===== config.mk =====
export PLATFORM = sky130hd
export DESIGN_NAME = dpd_demux
export DESIGN_NICKNAME = d
export VERILOG_FILES = /design/src/logic/dpd_fifo_unused_placeholder_none.sv /design/src/logic/dpd_pkg.sv /design/src/logic/dpd_fifo.sv /design/src/logic/dpd_demux.sv
export SDC_FILE = /design/constraint.sdc
export NUM_CORES = 2
export LEC_CHECK = 0
export ABC_AREA = 1
export ABC_CLOCK_PERIOD_IN_PS = 3140
export BUFFER_PORTS_ARGS = -buffer_cell sky130_fd_sc_hd__buf_2
export CORE_MARGIN = 10
export CORE_UTILIZATION = 60
export CTS_BUF_LIST = sky130_fd_sc_hd__clkbuf_4
export CTS_CLUSTER_SIZE = 10
export DETAILED_ROUTE_END_ITERATION = 10
export PLACE_DENSITY = 0.75
export SLEW_MARGIN = 20
export SYNTH_ARGS = -nofsm -noshare
export SYNTH_HDL_FRONTEND = slang
export SYNTH_SLANG_ARGS = --single-unit
export TNS_END_PERCENT = 100

===== constraint.sdc =====
create_clock -name CORE_CLK -period 3.14 [get_ports CORE_CLK]
set_input_delay 0.157 -clock CORE_CLK [delete_from_list [all_inputs] [get_ports CORE_CLK]]
set_output_delay 0.157 -clock CORE_CLK [all_outputs]
set_load 0.005 [all_outputs]

===== src/logic/dpd_fifo_unused_placeholder_none.sv =====
// intentionally empty compile unit
`default_nettype none
`default_nettype wire


===== src/logic/dpd_pkg.sv =====
// constants and types of the dual-port pixel output stage
//
// How it works
// - single-channel mode: every pixel goes to each channel's first port
// - single-channel mode: second ports are released to high impedance
// - dual-channel mode: consecutive pixels alternate between first and second ports
// - dual parallel form: both ports update together once per pixel pair
// - dual interleaved form: one port takes one new sample per incoming pixel
// - dual mode, swap bit clear: first pixel after line sync to first port, then alternate
// - dual mode, swap bit set: first pixel after line sync goes to second port
// - fixed pipeline depth from popped pixel to output ports, except the held first pixel of a dual parallel pair
// - phase field delays data, both strobe lines and line sync equally
// - output strobe is a complementary pair, synchronous to the core clock
// - single-channel mode: strobe runs at the pixel rate
// - dual-channel mode: strobe and data run at half the pixel rate
// - line sync output rebuilt from input sync, programmable polarity and width
// - every port of every colour channel is an 8-bit bus
`default_nettype none
package dpd_pkg;
  localparam int PIX_W = 8;
  localparam int FIFO_DEPTH = 4;
  localparam int PHASE_W = 5;
  localparam int PHASE_TAPS = 32;
  localparam logic [7:0] ADDR_PHASE = 8'h04;
  localparam logic [7:0] ADDR_MODE = 8'h15;
  localparam logic [7:0] ADDR_HS_POL = 8'h30;
  localparam logic [7:0] ADDR_HS_WIDTH = 8'h31;
  localparam logic [7:0] ADDR_STATUS = 8'h32;
  localparam int PHASE_LSB = 3;
  localparam int PHASE_MSB = 7;
  localparam int MODE_LSB = 5;
  localparam int MODE_MSB = 7;
  localparam int MODE_DUAL = 2;
  localparam int MODE_PAR = 1;
  localparam int MODE_SWAP = 0;
  localparam logic [PHASE_W-1:0] PHASE_RST = 5'h00;
  localparam logic [2:0] MODE_RST = 3'h0;
  localparam logic HS_POL_RST = 1'b0;
  localparam logic [7:0] HS_WIDTH_RST = 8'h20;
  localparam logic [7:0] HS_WIDTH_MIN = 8'h01;

  typedef struct packed {
    logic [PIX_W-1:0] r;
    logic [PIX_W-1:0] g;
    logic [PIX_W-1:0] b;
  } dpd_pix_t;

  typedef struct packed {
    logic line;
    dpd_pix_t pix;
  } dpd_word_t;

  typedef struct packed {
    dpd_pix_t a;
    dpd_pix_t b;
    logic b_oe_n;
    logic strobe;
    logic strobe_n;
    logic hs;
  } dpd_out_t;

  localparam dpd_out_t OUT_RST = '{a: '0, b: '0, b_oe_n: 1'b1, strobe: 1'b0,
                                   strobe_n: 1'b1, hs: 1'b0};
endpackage
`default_nettype wire


===== src/logic/dpd_fifo.sv =====
// small synchronous fifo with valid/ready on both sides
`default_nettype none
module dpd_fifo #(
  parameter int WIDTH = 8,
  parameter int DEPTH = 4
) (
  input wire logic clk,
  input wire logic rst_n,
  input wire logic in_valid,
  output logic in_ready,
  input wire logic [WIDTH-1:0] in_data,
  output logic out_valid,
  input wire logic out_ready,
  output logic [WIDTH-1:0] out_data,
  output logic [$clog2(DEPTH+1)-1:0] level
);
  localparam int AW = $clog2(DEPTH);
  localparam int CW = $clog2(DEPTH+1);
  localparam logic [AW-1:0] LAST = AW'(DEPTH - 1);
  localparam logic [CW-1:0] FULL = CW'(DEPTH);

  logic [WIDTH-1:0] mem_q [DEPTH];
  logic [AW-1:0] wp_q, wp_d, rp_q, rp_d;
  logic [CW-1:0] cnt_q, cnt_d;
  logic rdy_q, rdy_d;
  logic push, pop;

  always_comb
  begin
    push = in_valid && rdy_q;
    pop = out_valid && out_ready;
    wp_d = wp_q;
    rp_d = rp_q;
    cnt_d = cnt_q;
    if (push)
      wp_d = (wp_q == LAST) ? '0 : AW'(wp_q + 1'b1);
    if (pop)
      rp_d = (rp_q == LAST) ? '0 : AW'(rp_q + 1'b1);
    if (push && !pop)
      cnt_d = CW'(cnt_q + 1'b1);
    else if (pop && !push)
      cnt_d = CW'(cnt_q - 1'b1);
    // registered ready from the next count: a full fifo refuses from its first full cycle on
    rdy_d = cnt_d != FULL;
  end

  always_ff @(posedge clk or negedge rst_n)
  begin
    if (!rst_n)
    begin
      wp_q <= '0;
      rp_q <= '0;
      cnt_q <= '0;
      rdy_q <= 1'b1;
    end
    else
    begin
      wp_q <= wp_d;
      rp_q <= rp_d;
      cnt_q <= cnt_d;
      rdy_q <= rdy_d;
    end
  end

  always_ff @(posedge clk)
  begin
    if (push)
      mem_q[wp_q] <= in_data;
  end

  assign in_ready = rdy_q;
  assign out_valid = cnt_q != '0;
  assign out_data = mem_q[rp_q];
  assign level = cnt_q;
endmodule
`default_nettype wire


===== src/logic/dpd_demux.sv =====
// pixel port demultiplexer with phase-aligned strobe pair and line sync
`default_nettype none
module dpd_demux (
  input wire logic CORE_CLK,
  input wire logic RST_B,
  input wire logic [7:0] REG_ADDR,
  input wire logic [7:0] REG_WDATA,
  input wire logic REG_WR,
  input wire logic REG_RD,
  output logic [7:0] REG_RDATA,
  input wire logic PIX_VALID,
  output logic PIX_READY,
  input wire dpd_pkg::dpd_pix_t PIX_IN,
  input wire logic PIX_LINE_START,
  output logic [dpd_pkg::PIX_W-1:0] RED_FIRST_PORT_BUS,
  output logic [dpd_pkg::PIX_W-1:0] RED_SECOND_PORT_BUS,
  output logic [dpd_pkg::PIX_W-1:0] GREEN_FIRST_PORT_BUS,
  output logic [dpd_pkg::PIX_W-1:0] GREEN_SECOND_PORT_BUS,
  output logic [dpd_pkg::PIX_W-1:0] BLUE_FIRST_PORT_BUS,
  output logic [dpd_pkg::PIX_W-1:0] BLUE_SECOND_PORT_BUS,
  output logic SECOND_PORT_OE_N,
  output logic OUTPUT_PIXEL_STROBE,
  output logic OUTPUT_PIXEL_STROBE_N,
  output logic RECOVERED_LINE_SYNC_OUT
);
  localparam int WW = $bits(dpd_pkg::dpd_word_t);
  localparam int LW = $clog2(dpd_pkg::FIFO_DEPTH + 1);

  // register group
  logic [dpd_pkg::PHASE_W-1:0] phase_q, phase_d;
  logic [2:0] mode_q, mode_d;
  logic pol_q, pol_d;
  logic [7:0] width_q, width_d;
  logic [7:0] rdata_q, rdata_d;

  // datapath group
  logic tick_q, tick_d;
  logic pos_q, pos_d;
  dpd_pkg::dpd_pix_t hold_q, hold_d;
  logic [7:0] hs_cnt_q, hs_cnt_d;
  dpd_pkg::dpd_out_t st_q, st_d;

  // phase delay group
  dpd_pkg::dpd_out_t taps_q [dpd_pkg::PHASE_TAPS-1];
  dpd_pkg::dpd_out_t taps_d [dpd_pkg::PHASE_TAPS-1];
  dpd_pkg::dpd_out_t out_q, out_d;

  dpd_pkg::dpd_word_t in_word, f_word;
  logic f_valid, f_ready, pop;
  logic [LW-1:0] f_level;
  logic dual, par, swap, pos_cur, tgt_b;

  assign in_word = '{line: PIX_LINE_START, pix: PIX_IN};

  dpd_fifo #(
    .WIDTH(WW),
    .DEPTH(dpd_pkg::FIFO_DEPTH)
  ) u_fifo (
    .clk(CORE_CLK),
    .rst_n(RST_B),
    .in_valid(PIX_VALID),
    .in_ready(PIX_READY),
    .in_data(in_word),
    .out_valid(f_valid),
    .out_ready(f_ready),
    .out_data(f_word),
    .level(f_level)
  );

  always_comb
  begin
    phase_d = phase_q;
    mode_d = mode_q;
    pol_d = pol_q;
    width_d = width_q;
    rdata_d = 8'h00;
    if (REG_WR)
    begin
      case (REG_ADDR)
        dpd_pkg::ADDR_PHASE: phase_d = REG_WDATA[dpd_pkg::PHASE_MSB:dpd_pkg::PHASE_LSB];
        dpd_pkg::ADDR_MODE: mode_d = REG_WDATA[dpd_pkg::MODE_MSB:dpd_pkg::MODE_LSB];
        dpd_pkg::ADDR_HS_POL: pol_d = REG_WDATA[0];
        dpd_pkg::ADDR_HS_WIDTH: width_d = REG_WDATA;
        default: ;
      endcase
    end
    if (REG_RD)
    begin
      // unused bits and unmapped addresses read as zero
      case (REG_ADDR)
        dpd_pkg::ADDR_PHASE: rdata_d = {phase_q, 3'h0};
        dpd_pkg::ADDR_MODE: rdata_d = {mode_q, 5'h00};
        dpd_pkg::ADDR_HS_POL: rdata_d = {7'h00, pol_q};
        dpd_pkg::ADDR_HS_WIDTH: rdata_d = width_q;
        dpd_pkg::ADDR_STATUS: rdata_d = 8'({f_level, pos_q});
        default: rdata_d = 8'h00;
      endcase
    end
  end

  always_ff @(posedge CORE_CLK or negedge RST_B)
  begin
    if (!RST_B)
    begin
      phase_q <= dpd_pkg::PHASE_RST;
      mode_q <= dpd_pkg::MODE_RST;
      pol_q <= dpd_pkg::HS_POL_RST;
      width_q <= dpd_pkg::HS_WIDTH_RST;
      rdata_q <= 8'h00;
    end
    else
    begin
      phase_q <= phase_d;
      mode_q <= mode_d;
      pol_q <= pol_d;
      width_q <= width_d;
      rdata_q <= rdata_d;
    end
  end

  assign dual = mode_q[dpd_pkg::MODE_DUAL];
  assign par = mode_q[dpd_pkg::MODE_PAR];
  assign swap = mode_q[dpd_pkg::MODE_SWAP];
  // one pixel slot every second core cycle, so the strobe can toggle at pixel rate
  assign f_ready = tick_q;
  assign pop = tick_q && f_valid;
  assign pos_cur = f_word.line ? 1'b0 : pos_q;
  assign tgt_b = pos_cur ^ swap;

  always_comb
  begin
    tick_d = ~tick_q;
    pos_d = pos_q;
    hold_d = hold_q;
    st_d = st_q;
    hs_cnt_d = (hs_cnt_q != 8'h00) ? 8'(hs_cnt_q - 8'h01) : 8'h00;
    st_d.b_oe_n = ~dual;
    if (pop)
    begin
      if (f_word.line)
        hs_cnt_d = (width_q < dpd_pkg::HS_WIDTH_MIN) ? dpd_pkg::HS_WIDTH_MIN : width_q;
      if (!dual)
        st_d.a = f_word.pix;
      else
      begin
        pos_d = ~pos_cur;
        st_d.strobe = pos_cur;
        if (!par)
        begin
          if (tgt_b)
            st_d.b = f_word.pix;
          else
            st_d.a = f_word.pix;
        end
        else if (!pos_cur)
          hold_d = f_word.pix;
        else if (tgt_b)
        begin
          st_d.b = f_word.pix;
          st_d.a = hold_q;
        end
        else
        begin
          st_d.a = f_word.pix;
          st_d.b = hold_q;
        end
      end
    end
    if (!dual)
      st_d.strobe = pop;
    st_d.strobe_n = ~st_d.strobe;
    st_d.hs = (hs_cnt_d != 8'h00) ^ pol_q;
  end

  always_ff @(posedge CORE_CLK or negedge RST_B)
  begin
    if (!RST_B)
    begin
      tick_q <= 1'b0;
      pos_q <= 1'b0;
      hold_q <= '0;
      hs_cnt_q <= 8'h00;
      st_q <= dpd_pkg::OUT_RST;
    end
    else
    begin
      tick_q <= tick_d;
      pos_q <= pos_d;
      hold_q <= hold_d;
      hs_cnt_q <= hs_cnt_d;
      st_q <= st_d;
    end
  end

  // the whole output bundle rides one delay line, so moving the phase
  // cannot skew data against strobe or sync
  assign taps_d[0] = st_q;
  generate
    for (genvar i = 1; i < dpd_pkg::PHASE_TAPS - 1; i++)
    begin : g_tap
      assign taps_d[i] = taps_q[i-1];
    end
  endgenerate

  always_comb
  begin
    if (phase_q == dpd_pkg::PHASE_RST)
      out_d = st_q;
    else
      out_d = taps_q[5'(phase_q - 5'h01)];
  end

  always_ff @(posedge CORE_CLK or negedge RST_B)
  begin
    if (!RST_B)
    begin
      for (int i = 0; i < dpd_pkg::PHASE_TAPS - 1; i++)
        taps_q[i] <= dpd_pkg::OUT_RST;
      out_q <= dpd_pkg::OUT_RST;
    end
    else
    begin
      taps_q <= taps_d;
      out_q <= out_d;
    end
  end

  assign REG_RDATA = rdata_q;
  assign RED_FIRST_PORT_BUS = out_q.a.r;
  assign GREEN_FIRST_PORT_BUS = out_q.a.g;
  assign BLUE_FIRST_PORT_BUS = out_q.a.b;
  assign RED_SECOND_PORT_BUS = out_q.b.r;
  assign GREEN_SECOND_PORT_BUS = out_q.b.g;
  assign BLUE_SECOND_PORT_BUS = out_q.b.b;
  assign SECOND_PORT_OE_N = out_q.b_oe_n;
  assign OUTPUT_PIXEL_STROBE = out_q.strobe;
  assign OUTPUT_PIXEL_STROBE_N = out_q.strobe_n;
  assign RECOVERED_LINE_SYNC_OUT = out_q.hs;
endmodule
`default_nettype wire


==> metrics.cfg <==
[run_status]
outcome = complete, no violations

[timing]
drv_slew = 0
finalHoldViolCount = 0
post_route_setup_tns_ps = 0
fmax_ghz = 0.326
relSlewSlack_pct = 22.8
max_slew.worst_pin.slew_ps = 1160
grt_setup_unrepaired = no
worst_case_clock_skew_ps = 123
finalSetupViolations = 0
min_period_ps = 3070
finalCritPeriodShare_pct = 97.8

[yosys]
synth.avg_cell_area_sq_um = 11.4
syn_area_sq_mm = 0.0665
ys_seq_elements = 1883
synthesis.instances = 5807
post_synth_num_cell_types = 46
synth_fp_nets = 5864
synthDominantAreaCellType = sky130_fd_sc_hd__dfrtp_1
synth-edff-count = 100
yosysWarningCount = 0
ys_seq_area_share_pct = 71.8
netlist_top_cells_area = sky130_fd_sc_hd__dfrtp_1 65%, sky130_fd_sc_hd__o21ai_0 5.2%, sky130_fd_sc_hd__nand2_1 5.0%, sky130_fd_sc_hd__nor2_1 4.9%, sky130_fd_sc_hd__edfxtp_1 4.5%
postSynth.asyncResetShare_pct = 94.7
synthFlopType = sky130_fd_sc_hd__dfrtp_1
synth.top_cell.area_share_pct = 64.5

[route]
drt.antenna.violating_nets = 0
num_vias = 46100
drt_first_iter_violations = 4196
routed_wire_length_per_instance_um = 19.6
detail_route.vias_per_cell = 5.75
drtPass1Iterations = 6
routed_wirelength_um = 157000
drcViolationCount = 0

[worst_setup_path]
worstPathCellList = dlygate4sd3_1 > buf_2 > dlygate4sd3_1 > nor3_1 > dlygate4sd3_1 > nand2_1 > dlygate4sd3_1 > inv_1 > nand2_1 > nand2_1 > o21ai_0 > dlygate4sd3_1
endpoint_kind = register
timing.critical_path.from_type = primary input
critical_path_data_arrival_time_ps = 4120
cp_data_required_time_ps = 4190
crit_slowest_cell = sky130_fd_sc_hd__dlygate4sd3_1
timing.critical_path.from = REG_ADDR[4]
worstSetupPathType = in2reg
critical_path.most_common_cell = sky130_fd_sc_hd__dlygate4sd3_1
reg_to_reg_startpoint = phase_q[0]
max_stage_delay_ps = 620
critical_path.n_buffers_inverters = 7
path_max_fanout = 10
family_with_the_most_delay_on_the_worst_path = buffers and inverters

[flow_run]
drv.max_cap_violation_count = 0

[clocking]
tritoncts_clock_tree = done
clk-insertion-delay-late_ps = 1260
cts.sink_count = 1883
root_buffer_selected_by_cts = sky130_fd_sc_hd__clkbuf_4
clk_pin_slew_worst_paths_ps = 70
postCtsSetupRepairBufs = 0
htree_levels = 5
cts_buffer_count = 458
clk_path_buf_depth = 4

[finish]
post_route_cells_drive_above_1_share_pct = 15.8
layout-area-overhead-vs-synth_pct = 13.3
final_util_pct = 68.3
multiInputGateArea_sq_mm = 0.0165
filler_cell_count = 7721
area.sequential_sq_mm = 0.0477
nNetsFinal = 6277
finish.cell_count_without_fillers = 8010

[grt]
vias_in_the_first_global_route = 47800
grt_pass1_wl_um = 257000
groute.usage.overall_pct = 25.3
antenna_found_initial = 1
overflow = 0
largest_net_degree_at_the_start_of_global_routing = 224

[die]
pin_count = 107
die-area_sq_mm = 0.125
rows = 122
fp.dieW_um = 353
fp.dieH_um = 353
start_util_pct = 60.2
core_region_area_sq_mm = 0.110

[hold_path]
min-delay-start = PIX_VALID
min-delay-path-class = in2reg

[place]
gpl.final_weighted_congestion = 0.821
dpl.cell_count = 7142
detailedPlacementHpwl_um = 85900
buffer_ports.inserted = 106

[pwr]
p_leak_nw = 35.2
power-per-cell-area_mw_per_mm2 = 851
total_power_w = 0.0641
max-vdd-ir-drop_v = 0.000669

-- layout make-up --
class	instances	area share, %
Sequential cell	1883	63.3
Clock buffer	663	6.61
Antenna cell	1	0.00332
Timing Repair Buffer	335	4.23
Tap cell	1488	2.47
Inverter	114	0.630
Multi-Input combinational cell	3428	22.0
Clock inverter	98	0.764
-- metrics by stage --
step / area [sq um] / setup WS [ps] / hold WS [ps]
2_1_floorplan: 66500 / 512 / -139
3_3_place_gp: 68700 / 475 / 248
3_5_place_dp: 68700 / 386 / 254
4_1_cts: 75300 / 303 / 58.4
5_1_grt: 75300 / 22.8 / 167
6_report: 75300 / 69.6 / 210
-- cell usage in the layout, fill, tap and decap left out, types with 6 or more instances in the layout --
master                          Yosys  final
sky130_fd_sc_hd__dfstp_2           68     68
sky130_fd_sc_hd__o21ai_1          162    162
sky130_fd_sc_hd__o211ai_2          11     11
sky130_fd_sc_hd__o22ai_1           97     97
sky130_fd_sc_hd__a21oi_1           71     71
sky130_fd_sc_hd__o211ai_1         288    288
sky130_fd_sc_hd__buf_2            150    105
sky130_fd_sc_hd__nand3_1          196    196
sky130_fd_sc_hd__clkbuf_4           0    663
sky130_fd_sc_hd__clkinv_1           0     77
sky130_fd_sc_hd__dfrtp_1         1715   1714
sky130_fd_sc_hd__buf_4             34     72
sky130_fd_sc_hd__edfxtp_1         100    100
sky130_fd_sc_hd__buf_12             0     52
sky130_fd_sc_hd__o221ai_1          74     74
sky130_fd_sc_hd__o21ai_0          696    696
sky130_fd_sc_hd__nor2_1           873    867
sky130_fd_sc_hd__inv_1            105    104
sky130_fd_sc_hd__bufinv_16          0      6
sky130_fd_sc_hd__nand2_1          890    890
sky130_fd_sc_hd__ha_1              11     10
sky130_fd_sc_hd__a32oi_1           23     23
sky130_fd_sc_hd__dlygate4sd3_1      0    105
-- worst reg2reg max path, stage by stage, from the launching register on --
cell	delay, ps
sky130_fd_sc_hd__dfrtp_4	510
sky130_fd_sc_hd__clkinv_16	150
sky130_fd_sc_hd__ha_4	360
sky130_fd_sc_hd__inv_8	230
sky130_fd_sc_hd__buf_4	650
sky130_fd_sc_hd__o21ai_0	270
sky130_fd_sc_hd__o211ai_1	230
sky130_fd_sc_hd__o211ai_1	120
sky130_fd_sc_hd__nand2_1	100
sky130_fd_sc_hd__nand2_1	50
sky130_fd_sc_hd__nand3_1	90
-- synthesized netlist by cell type (4+ instances only) --
cell type,instances
sky130_fd_sc_hd__dfrtp_1,1715
sky130_fd_sc_hd__a32oi_1,23
sky130_fd_sc_hd__buf_6,16
sky130_fd_sc_hd__nand4_1,4
sky130_fd_sc_hd__buf_1,17
sky130_fd_sc_hd__o211ai_1,288
sky130_fd_sc_hd__clkbuf_1,160
sky130_fd_sc_hd__nand3_1,196
sky130_fd_sc_hd__nand3b_1,4
sky130_fd_sc_hd__o221ai_1,74
sky130_fd_sc_hd__o21ai_0,696
sky130_fd_sc_hd__inv_2,7
sky130_fd_sc_hd__nand2_2,6
sky130_fd_sc_hd__a21oi_1,71
sky130_fd_sc_hd__o21ai_1,162
sky130_fd_sc_hd__buf_4,34
sky130_fd_sc_hd__ha_1,11
sky130_fd_sc_hd__o211ai_2,11
sky130_fd_sc_hd__o22ai_1,97
sky130_fd_sc_hd__nand2_1,890
sky130_fd_sc_hd__dfstp_2,68
sky130_fd_sc_hd__buf_2,150
sky130_fd_sc_hd__edfxtp_1,100
sky130_fd_sc_hd__nor2_1,873
sky130_fd_sc_hd__inv_1,105
-- metal layers --
metal	routed length [um]	track usage, %	vias up
met3	10300	5.28	289
met1	68900	35.8	23300
met5	0	0	-
met4	4040	9.48	0
met2	73700	38.8	1708
li1	-	-	20800
-- registers in the layout, indices dropped and copies added (netlist names), 2 cells and up --
signal	cells
BLUE_FIRST_PORT_BUS	8
BLUE_SECOND_PORT_BUS	8
GREEN_FIRST_PORT_BUS	8
GREEN_SECOND_PORT_BUS	8
RED_FIRST_PORT_BUS	8
RED_SECOND_PORT_BUS	8
REG_RDATA	8
hold_q	24
hs_cnt_q	8
mode_q	3
phase_q	5
st_q	52
taps_d	1560
taps_q	52
u_fifo.level	3
u_fifo.mem_q	100
u_fifo.rp_q	2
u_fifo.wp_q	2
width_q	8
-- path summary, 6_finish.rpt --
kind,end,slack [ps],cells past startpoint
min in group asynchronous,taps_d[675],380,4
max,phase_q[1],70,12
min,u_fifo.level[1],210,5
max reg2reg,RED_SECOND_PORT_BUS[1],360,10
min reg2reg,taps_d[830],260,0
max in group asynchronous,phase_q[0],2100,4
-- repair_timing --
action / CTS / global route
setup endpoints to repair: 0 / 1
endpoints found under the hold margin: 2014 / 0
resized for setup: 0 / 1
hold buffers: 106 / 0
-- power breakdown --
group / total, W / internal, W / switching, W
Sequential: 0.0350 / 0.0312 / 0.00378
Combinational: 0.00965 / 0.00318 / 0.00647
Clock: 0.0195 / 0.0101 / 0.00940
Total: 0.0641 / 0.0444 / 0.0197
-- kinds of logic (layout without fill, tap and decap cells) --
group | count (synthesis) | in the layout | synth area share [%]
fa+ha+maj | 11 | 11 | 0.207
mux | 3 | 3 | 0.0489
buf+inv | 496 | 1210 | 3.51
simple gates | 1981 | 1981 | 11.7
other cells | 0 | 1 | 0
xor+xnor | 4 | 4 | 0.0753
compound gates | 1429 | 1429 | 12.8
flops | 1883 | 1883 | 71.8
Power figures use the tool's default switching activity.
